[src/spi_msp_consts.vh]
// Notes on behaviour
// Master data write starts eight-bit shifting.
// Clock stops after byte; done flag sets.
// Done flag with enable raises interrupt.
// Master never drives slave select itself.
// Master frames packet with select low.
// MOSI out, MISO in, same clock pulses.
// Last received byte held in buffer.
// Deselected slave idle, MISO released.
// Slave data load waits for select.
// Slave sets done flag per byte.
// Slave next-byte load keeps received byte.
// No data write until shift completes.
// Read each byte before next completes.
// External SCK at most quarter clock.
// Enabled block overrides pin directions.
// Bit order selectable, LSB or MSB.
// Seven master rates, fastest half clock.
// Done event can wake from idle.
// Power gate must be zero to run.
// Slave select high resets slave logic.
// Select low as input demotes master.
// Data write during transfer flags collision.
// Flag cleared by vector or status-then-data.
// Clock polarity and phase configurable.
// Disabled block never shifts, releases pins.
`ifndef SPI_MSP_CONSTS_VH
`define SPI_MSP_CONSTS_VH

// ----------------------------------------
// Master half-period counts, core cycles
// ----------------------------------------
`define HALF_DIV4      7'h02
`define HALF_DIV16     7'h08
`define HALF_DIV64     7'h20
`define HALF_DIV128    7'h40
`define HALF_DIV2      7'h01
`define HALF_DIV8      7'h04
`define HALF_DIV32     7'h10

// ----------------------------------------
// Frame geometry and reset values
// ----------------------------------------
`define EDGES_LAST     5'h0F
`define BITS_PER_BYTE  4'h8
`define SYNC_LAG       2
`define BYTE_RESET     8'h00
`define FLAG_RESET     1'b0

`endif

[src/pin_sync.v]
`timescale 1ns/1ps
`default_nettype none

module pin_sync (
    // Clock and reset
    input  wire       core_clk_in,
    input  wire       rst_n_in,
    // Raw and synchronised pins
    input  wire [3:0] raw_in,
    output wire [3:0] sync_out
);

reg [3:0] meta_r;
reg [3:0] sync_r;

// ----------------------------------------
// Two-stage synchroniser per pin
// ----------------------------------------
genvar i;
generate
    for (i = 0; i < 4; i = i + 1) begin : g_bit
        // First stage feeds only the second stage
        always @(posedge core_clk_in or negedge rst_n_in) begin
            if (!rst_n_in) begin
                meta_r[i] <= 1'b0;
                sync_r[i] <= 1'b0;
            end else begin
                meta_r[i] <= raw_in[i];
                sync_r[i] <= meta_r[i];
            end
        end
    end
endgenerate

assign sync_out = sync_r;

endmodule // pin_sync

`default_nettype wire

[src/spi_master_slave_port.v]
`timescale 1ns/1ps
`default_nettype none
`include "spi_msp_consts.vh"

module spi_master_slave_port (
    // Clock and reset
    input  wire       core_clk_in,
    input  wire       rst_n_in,
    // Control bits
    input  wire       serial_enable_bit_in,
    input  wire       power_gate_bit_in,
    input  wire       transfer_irq_enable_in,
    input  wire       lsb_first_in,
    input  wire       cpol_in,
    input  wire       cpha_in,
    input  wire [1:0] rate_sel_in,
    input  wire       double_speed_in,
    input  wire       master_wr_in,
    input  wire       master_wr_data_in,
    // Software accesses
    input  wire       data_wr_in,
    input  wire [7:0] data_wr_byte_in,
    input  wire       data_rd_in,
    input  wire       status_rd_in,
    input  wire       irq_ack_in,
    // User pin directions
    input  wire       mosi_dir_in,
    input  wire       sck_dir_in,
    input  wire       miso_dir_in,
    input  wire       ss_dir_in,
    // Serial pins
    input  wire       ss_n_in,
    input  wire       sck_in,
    output wire       sck_out,
    output wire       sck_oe_out,
    input  wire       mosi_in,
    output wire       mosi_out,
    output wire       mosi_oe_out,
    input  wire       miso_in,
    output wire       miso_out,
    output wire       miso_oe_out,
    output wire       pins_override_out,
    // Status
    output wire [7:0] rx_byte_out,
    output wire       transfer_done_flag_out,
    output wire       write_collision_flag_out,
    output wire       master_select_bit_out,
    output wire       busy_out,
    output wire       irq_out,
    output wire       wake_out
);

// ----------------------------------------
// Declarations
// ----------------------------------------
wire [3:0] pin_s;
wire       ss_s;
wire       sck_s;
wire       mosi_s;
wire       miso_s;
reg        master_r;
reg  [6:0] div_r;
reg  [4:0] edge_r;
reg        gen_run_r;
reg        sck_r;
reg        sck_d_r;
reg  [1:0] pipe_r;
reg  [3:0] bit_cnt_r;
reg        first_r;
reg  [7:0] sh_r;
reg  [7:0] sh_nxt;
reg  [7:0] rx_sh_r;
reg  [7:0] rx_buf_r;
reg        tx_bit_r;
reg        flag_r;
reg        write_collision_flag_r;
reg        arm_flag_r;
reg        arm_write_collision_flag_r;
reg        wake_r;
reg  [6:0] half;

// ----------------------------------------
// Pin synchronisers
// ----------------------------------------
pin_sync u_pin_sync (
    .core_clk_in (core_clk_in),
    .rst_n_in    (rst_n_in),
    .raw_in      ({ss_n_in, sck_in, mosi_in, miso_in}),
    .sync_out    (pin_s)
);

assign ss_s   = pin_s[3];
assign sck_s  = pin_s[2];
assign mosi_s = pin_s[1];
assign miso_s = pin_s[0];

// ----------------------------------------
// Mode decode
// ----------------------------------------
// Gated off unless enabled and powered
wire active     = serial_enable_bit_in & ~power_gate_bit_in;
wire is_master  = active & master_r;
wire slave_sel  = active & ~master_r & ~ss_s;
// Select pin as input pulled low by another master
wire mode_fault = is_master & ~ss_dir_in & ~ss_s;

// Transfer in flight, including the sample pipeline tail
wire busy_w = gen_run_r | (pipe_r != 2'b00) |
              (slave_sel & (bit_cnt_r != 4'h0));
wire wr_ok  = data_wr_in & ~busy_w;
wire write_collision_flag_set = data_wr_in & busy_w;
wire start  = wr_ok & is_master & ~mode_fault;

// ----------------------------------------
// Rate select: seven distinct rates
// ----------------------------------------
always @* begin
    case ({double_speed_in, rate_sel_in})
        3'b000:  half = `HALF_DIV4;
        3'b001:  half = `HALF_DIV16;
        3'b010:  half = `HALF_DIV64;
        3'b011:  half = `HALF_DIV128;
        3'b100:  half = `HALF_DIV2;
        3'b101:  half = `HALF_DIV8;
        3'b110:  half = `HALF_DIV32;
        default: half = `HALF_DIV64;
    endcase
end

// ----------------------------------------
// Edge events, master and slave
// ----------------------------------------
wire m_edge  = gen_run_r & (div_r == 7'h01);
wire s_rise  = sck_s & ~sck_d_r;
wire s_fall  = ~sck_s & sck_d_r;
// Leading edge depends on idle polarity
wire s_lead  = cpol_in ? s_fall : s_rise;
wire s_trail = cpol_in ? s_rise : s_fall;
wire lead_ev  = is_master ? (m_edge & ~edge_r[0]) : (slave_sel & s_lead);
wire trail_ev = is_master ? (m_edge & edge_r[0]) : (slave_sel & s_trail);
wire sample_ev = cpha_in ? trail_ev : lead_ev;
wire setup_ev  = cpha_in ? lead_ev : trail_ev;
// Master MISO lags by the synchroniser; delay the sample to match
wire take    = is_master ? pipe_r[1] : (slave_sel & sample_ev);
wire in_bit  = is_master ? miso_s : mosi_s;
// Master finishes only once clock idles and pipeline drains
wire byte_done = (bit_cnt_r == `BITS_PER_BYTE) &
                 (~is_master | (~gen_run_r & (pipe_r == 2'b00)));

// ----------------------------------------
// Master clock generator
// ----------------------------------------
always @(posedge core_clk_in or negedge rst_n_in) begin
    if (!rst_n_in) begin
        gen_run_r <= 1'b0;
        div_r     <= 7'h00;
        edge_r    <= 5'h00;
        sck_r     <= 1'b0;
    end else if (mode_fault || !is_master) begin
        gen_run_r <= 1'b0;
        sck_r     <= cpol_in;
    end else if (start) begin
        gen_run_r <= 1'b1;
        div_r     <= half;
        edge_r    <= 5'h00;
        sck_r     <= cpol_in;
    end else if (m_edge) begin
        sck_r  <= ~sck_r;
        div_r  <= half;
        edge_r <= edge_r + 5'h01;
        if (edge_r == `EDGES_LAST) begin
            gen_run_r <= 1'b0;
        end
    end else if (gen_run_r) begin
        div_r <= div_r - 7'h01;
    end else begin
        sck_r <= cpol_in;
    end
end

// ----------------------------------------
// Bit counter, sample pipe, slave reset
// ----------------------------------------
always @(posedge core_clk_in or negedge rst_n_in) begin
    if (!rst_n_in) begin
        pipe_r    <= 2'b00;
        bit_cnt_r <= 4'h0;
        sck_d_r   <= 1'b0;
        rx_sh_r   <= `BYTE_RESET;
        rx_buf_r  <= `BYTE_RESET;
    end else begin
        sck_d_r <= sck_s;
        if (mode_fault || (!is_master && !slave_sel)) begin
            // Deselect drops any partial byte at once
            pipe_r    <= 2'b00;
            bit_cnt_r <= 4'h0;
        end else begin
            pipe_r <= {pipe_r[0], is_master & sample_ev};
            if (byte_done) begin
                rx_buf_r  <= rx_sh_r;
                bit_cnt_r <= 4'h0;
            end else if (take) begin
                bit_cnt_r <= bit_cnt_r + 4'h1;
                rx_sh_r   <= lsb_first_in ? {in_bit, rx_sh_r[7:1]}
                                          : {rx_sh_r[6:0], in_bit};
            end
        end
    end
end

// ----------------------------------------
// Transmit shift register
// ----------------------------------------
// Separate from the receive side, so a reload loses nothing
always @* begin
    sh_nxt = sh_r;
    if (wr_ok) begin
        sh_nxt = data_wr_byte_in;
    end else if (setup_ev && !(cpha_in && first_r)) begin
        sh_nxt = lsb_first_in ? {1'b0, sh_r[7:1]}
                              : {sh_r[6:0], 1'b0};
    end
end

always @(posedge core_clk_in or negedge rst_n_in) begin
    if (!rst_n_in) begin
        sh_r     <= `BYTE_RESET;
        tx_bit_r <= 1'b0;
        first_r  <= 1'b1;
    end else begin
        sh_r     <= sh_nxt;
        tx_bit_r <= lsb_first_in ? sh_nxt[0] : sh_nxt[7];
        if (wr_ok || byte_done || (!is_master && !slave_sel)) begin
            first_r <= 1'b1;
        end else if (setup_ev) begin
            first_r <= 1'b0;
        end
    end
end

// ----------------------------------------
// Master select bit
// ----------------------------------------
// Fault wins over a same-cycle software set, to avoid contention
always @(posedge core_clk_in or negedge rst_n_in) begin
    if (!rst_n_in) begin
        master_r <= `FLAG_RESET;
    end else if (mode_fault) begin
        master_r <= 1'b0;
    end else if (master_wr_in) begin
        master_r <= master_wr_data_in;
    end
end

// ----------------------------------------
// Done and collision flags
// ----------------------------------------
wire flag_set  = byte_done | mode_fault;
wire data_acc  = data_rd_in | data_wr_in;
wire flag_clr  = irq_ack_in | (arm_flag_r & data_acc);
wire write_collision_flag_clr  = arm_write_collision_flag_r & data_acc;

always @(posedge core_clk_in or negedge rst_n_in) begin
    if (!rst_n_in) begin
        flag_r     <= `FLAG_RESET;
        write_collision_flag_r     <= `FLAG_RESET;
        arm_flag_r <= 1'b0;
        arm_write_collision_flag_r <= 1'b0;
        wake_r     <= 1'b0;
    end else begin
        // Set beats clear in the same cycle
        flag_r <= flag_set | (flag_r & ~flag_clr);
        write_collision_flag_r <= write_collision_flag_set | (write_collision_flag_r & ~write_collision_flag_clr);
        wake_r <= flag_set;
        if (status_rd_in) begin
            arm_flag_r <= flag_r;
            arm_write_collision_flag_r <= write_collision_flag_r;
        end else if (data_acc || irq_ack_in) begin
            arm_flag_r <= 1'b0;
            arm_write_collision_flag_r <= 1'b0;
        end
    end
end

// ----------------------------------------
// Pin overrides and outputs
// ----------------------------------------
// Slave select is never driven here; the port owns it
assign pins_override_out = active;
assign sck_oe_out  = is_master & sck_dir_in;
assign mosi_oe_out = is_master & mosi_dir_in;
assign miso_oe_out = slave_sel & miso_dir_in;
assign sck_out     = sck_r;
assign mosi_out    = tx_bit_r;
assign miso_out    = tx_bit_r;

assign rx_byte_out              = rx_buf_r;
assign transfer_done_flag_out   = flag_r;
assign write_collision_flag_out = write_collision_flag_r;
assign master_select_bit_out    = master_r;
assign busy_out                 = busy_w;
assign irq_out   = flag_r & transfer_irq_enable_in;
assign wake_out  = wake_r;

endmodule // spi_master_slave_port

`default_nettype wire

[config.mk]
export PLATFORM = sky130hd
export DESIGN_NAME = spi_master_slave_port
export DESIGN_NICKNAME = d
export VERILOG_FILES = /design/src/pin_sync.v /design/src/spi_master_slave_port.v
export VERILOG_INCLUDE_DIRS = /design/src
export SDC_FILE = /design/constraint.sdc
export NUM_CORES = 1
export LEC_CHECK = 0
export BUFFER_PORTS_ARGS = -buffer_cell sky130_fd_sc_hd__buf_2
export CORE_MARGIN = 2
export CORE_UTILIZATION = 45
export DETAILED_ROUTE_END_ITERATION = 6
export MAX_ROUTING_LAYER = met4
export PLACE_DENSITY = 0.66
export SLEW_MARGIN = 15
export SYNTH_ARGS = -nofsm -noshare
export SYNTH_HDL_FRONTEND = slang
export SYNTH_SLANG_ARGS = --single-unit
[constraint.sdc]
create_clock -name core_clk_in -period 3.7 [get_ports core_clk_in]
set_clock_uncertainty 0.2 [all_clocks]
set_input_delay 0.37 -clock core_clk_in [delete_from_list [all_inputs] [get_ports core_clk_in]]
set_output_delay 0.37 -clock core_clk_in [all_outputs]
set_load 0.03 [all_outputs]
==> qor.yml <==
status: "finished clean"
path_clk_slew_ps: 80
drt_pass1_iterations: 4
synth_edf_count: 0
post-route-drc-count: 0
viasPerCell: 5.51
period_needed_ps: 2740
insertion_delay_ps: 340
hold_path.class: "in -> reg"
grt_use_total: 0.195
cp_data_arrival_time_ps: 2750
ys_async_sr_fraction: 1.00
end_kind: "flop"
max_cap_viol_count: 0
gp_congestion: 0.836
critPathRequiredTime_ps: 3700
final_hold_viol_count: 0
numCtsBuffers: 9
p_leak_nw: 1.81
max_slew.worst_pin.slew_ps: 851
wire_per_inst_um: 14.5
initial_core_util: 0.469
synth_top_area_frac: 0.466
fmax_ghz: 0.365
finalSetupViolCount: 0
finalPower_mw: 1.68
cts-root-buf: "clkbuf_8"
detail-route-antenna-nets: 0
drtIter0Drc: 77
drive_gt1_frac: 0.273
synth_area_sq_um: 3220
area_delta_synth_final_pct: 19.8
p_per_area_nw_per_um2: 436
vias: 2589
antenna_found_initial: 0
setup_tns_ps: 0
finalCritPeriodShare: 0.741
wl_mm: 6.81
synth_top_cell_by_area: "dfrtp_1"
place.port_buffers: 53
n_antenna_cell: 0
rows: 30
postCtsHoldBufs: 5
synthFlopType: "dfrtp_1"
die_w_um: 88.6
grt_max_degree: 39
avgSynthCellArea_sq_um: 10.5
cts_max_level: 3
dieHeight_um: 88.6
critPathLaunchType: "flop"
fin_nets: 408
ios: 54
ys_ff_latch: 61
synth.area.top_cells: "dfrtp_1 (47%), mux2_2 (7.0%), mux2i_1 (4.0%), nand2_1 (3.5%), o21ai_0 (3.4%)"
grt_overflow: 0
postCtsSetupRepairBufs: 0
synthDistinctLibCells: 59
cts_tree: "yes"
ys_warn_count: 0
core_sq_um: 6870
synth_nets: 346
synth.yosys.seq_area_share: 0.474
crit_type: "reg -> reg"
cts_max_path_buffers: 2
irDropWorstVdd_mv: 0.221
cts.sinks: 61
grt_pass1_wl_mm: 11.5
max-slew-margin-rel: 0.433
rsz0062_at_grt: "no"
die_area_sq_um: 7850
dp_hpwl_mm: 4.76
crit_fanout: 23
slew_violations: 0
syn_inst: 307
grt_pass1_vias: 2450
cts_resized: 0
==> metal layers <==
layer	share of wire	GRT usage	wire (um)	vias to the layer above
met5	0	-	0	-
met4	0.012	0.0634	85	0
met3	0.047	0.0532	318	11
met2	0.44	0.278	3010	68
met1	0.50	0.272	3400	1250
li1	-	-	-	1260
==> stage by stage <==
step / instance area [sq um] / cells / setup WS [ps] / util / hold WS [ps]
floorplan: 3220 / 307 / 1260 / - / -126
global placement: 3580 / 449 / 1030 / 0.522 / 134
detailed placement: 3580 / 449 / 1000 / 0.522 / 136
CTS: 3860 / 470 / 970 / 0.562 / 36.6
global route: 3860 / 470 / 644 / 0.562 / 61.0
finish: 3860 / 470 / 957 / 0.562 / 46.2
==> Yosys cell counts (3+ instances only) <==
library cell  instances
a21oi_1              10
a22o_1                4
a31oi_1               3
and2_1                6
and3_1                3
and3b_1               3
buf_2                 3
clkbuf_1              6
dfrtp_1              60
ha_1                  6
inv_1                11
mux2_1                8
mux2_2               20
mux2i_1              13
nand2_1              30
nand2b_1              4
nand3_1               7
nand3b_1              4
nand4_1               4
nor2_1               12
nor2b_1               5
nor3_1                4
nor3b_1               5
o2111ai_1             5
o21ai_0              22
o21ai_1               8
or3_1                 3
==> area by class of cell <==
cell class,instances,area [sq um]
clock inverter,5,83.8
sequential,61,1530
clock buffer,11,141
tap,96,120
multi-input combinational,225,1610
fill,619,3010
timing repair buffer,61,338
inverter,11,41.3
==> sequential cells by signal, indices dropped and copies added, names as in the netlist, 2 cells and up <==
signal / count
sh_r: 8
u_pin_sync.sync_out: 4
rx_byte_out: 8
bit_cnt_r: 4
pipe_r: 2
rx_sh_r: 8
div_r: 7
edge_r: 5
u_pin_sync.meta_r: 4
==> where the power goes <==
part           internal (mW)  total, mW  switching, mW
combinational          0.100      0.247          0.147
sequential             0.717      0.760         0.0432
clock                  0.399      0.677          0.278
total                   1.22       1.68          0.468
==> cells in the final DEF, fill, tap and decap left out, drive strengths merged, types with 2 or more instances in the layout <==
master	Yosys	routed
buf	4	56
a211oi	2	2
a2bb2oi	2	2
nor3	4	4
and3	3	3
clkinvlp	0	2
bufinv	0	2
a22o	4	4
o21a	2	2
and3b	3	3
nor3b	5	5
nand3b	4	4
nand2b	4	4
mux2	28	28
nand2	30	30
o2bb2ai	2	2
or4b	2	2
inv	11	11
or3	3	3
o31ai	2	2
a21oi	11	11
o211a	2	2
and2	6	6
dfrtp	60	60
o21ai	31	31
a31oi	3	3
o211ai	3	3
dlygate4sd3	0	5
nor2b	5	5
clkbuf	6	11
ha	6	6
or3b	2	2
mux2i	13	13
nor2	13	13
nand3	7	7
nand4	4	4
o2111ai	5	5
==> critical path, cell delays in order, from the launching register on <==
cell,delay [ps]
dfrtp_1,400
inv_1,100
ha_1,150
nor3b_1,360
o211a_1,660
o21a_1,410
o21ai_0,160
a2bb2oi_1,160
==> cells by family (layout without fill, tap and decap cells) <==
| group | count (synthesis) | count (layout) | share of synthesized area |
|---|---|---|---|
| simple gates | 102 | 102 | 0.179 |
| compound gates | 75 | 75 | 0.155 |
| xor+xnor | 1 | 1 | 0.00272 |
| buf+inv | 21 | 88 | 0.0268 |
| fa+ha+maj | 6 | 6 | 0.0233 |
| flops | 61 | 61 | 0.474 |
| mux | 41 | 41 | 0.138 |
==> path summary, 6_finish.rpt <==
path / start / to / slack [ps] / depth (start not counted)
max in group asynchronous: rst_n_in / first_r / 2040 / 3
worst max-delay path: bit_cnt_r[0] / div_r[1] / 960 / 7
worst min register to register: u_pin_sync.meta_r[1] / u_pin_sync.sync_out[1] / 150 / 0
min in group asynchronous: rst_n_in / arm_flag_r / 470 / 2
worst min-delay path: data_wr_byte_in[5] / sh_r[5] / 50 / 3
worst max register to register: bit_cnt_r[0] / div_r[1] / 960 / 7
Power figures use the tool's default switching activity.
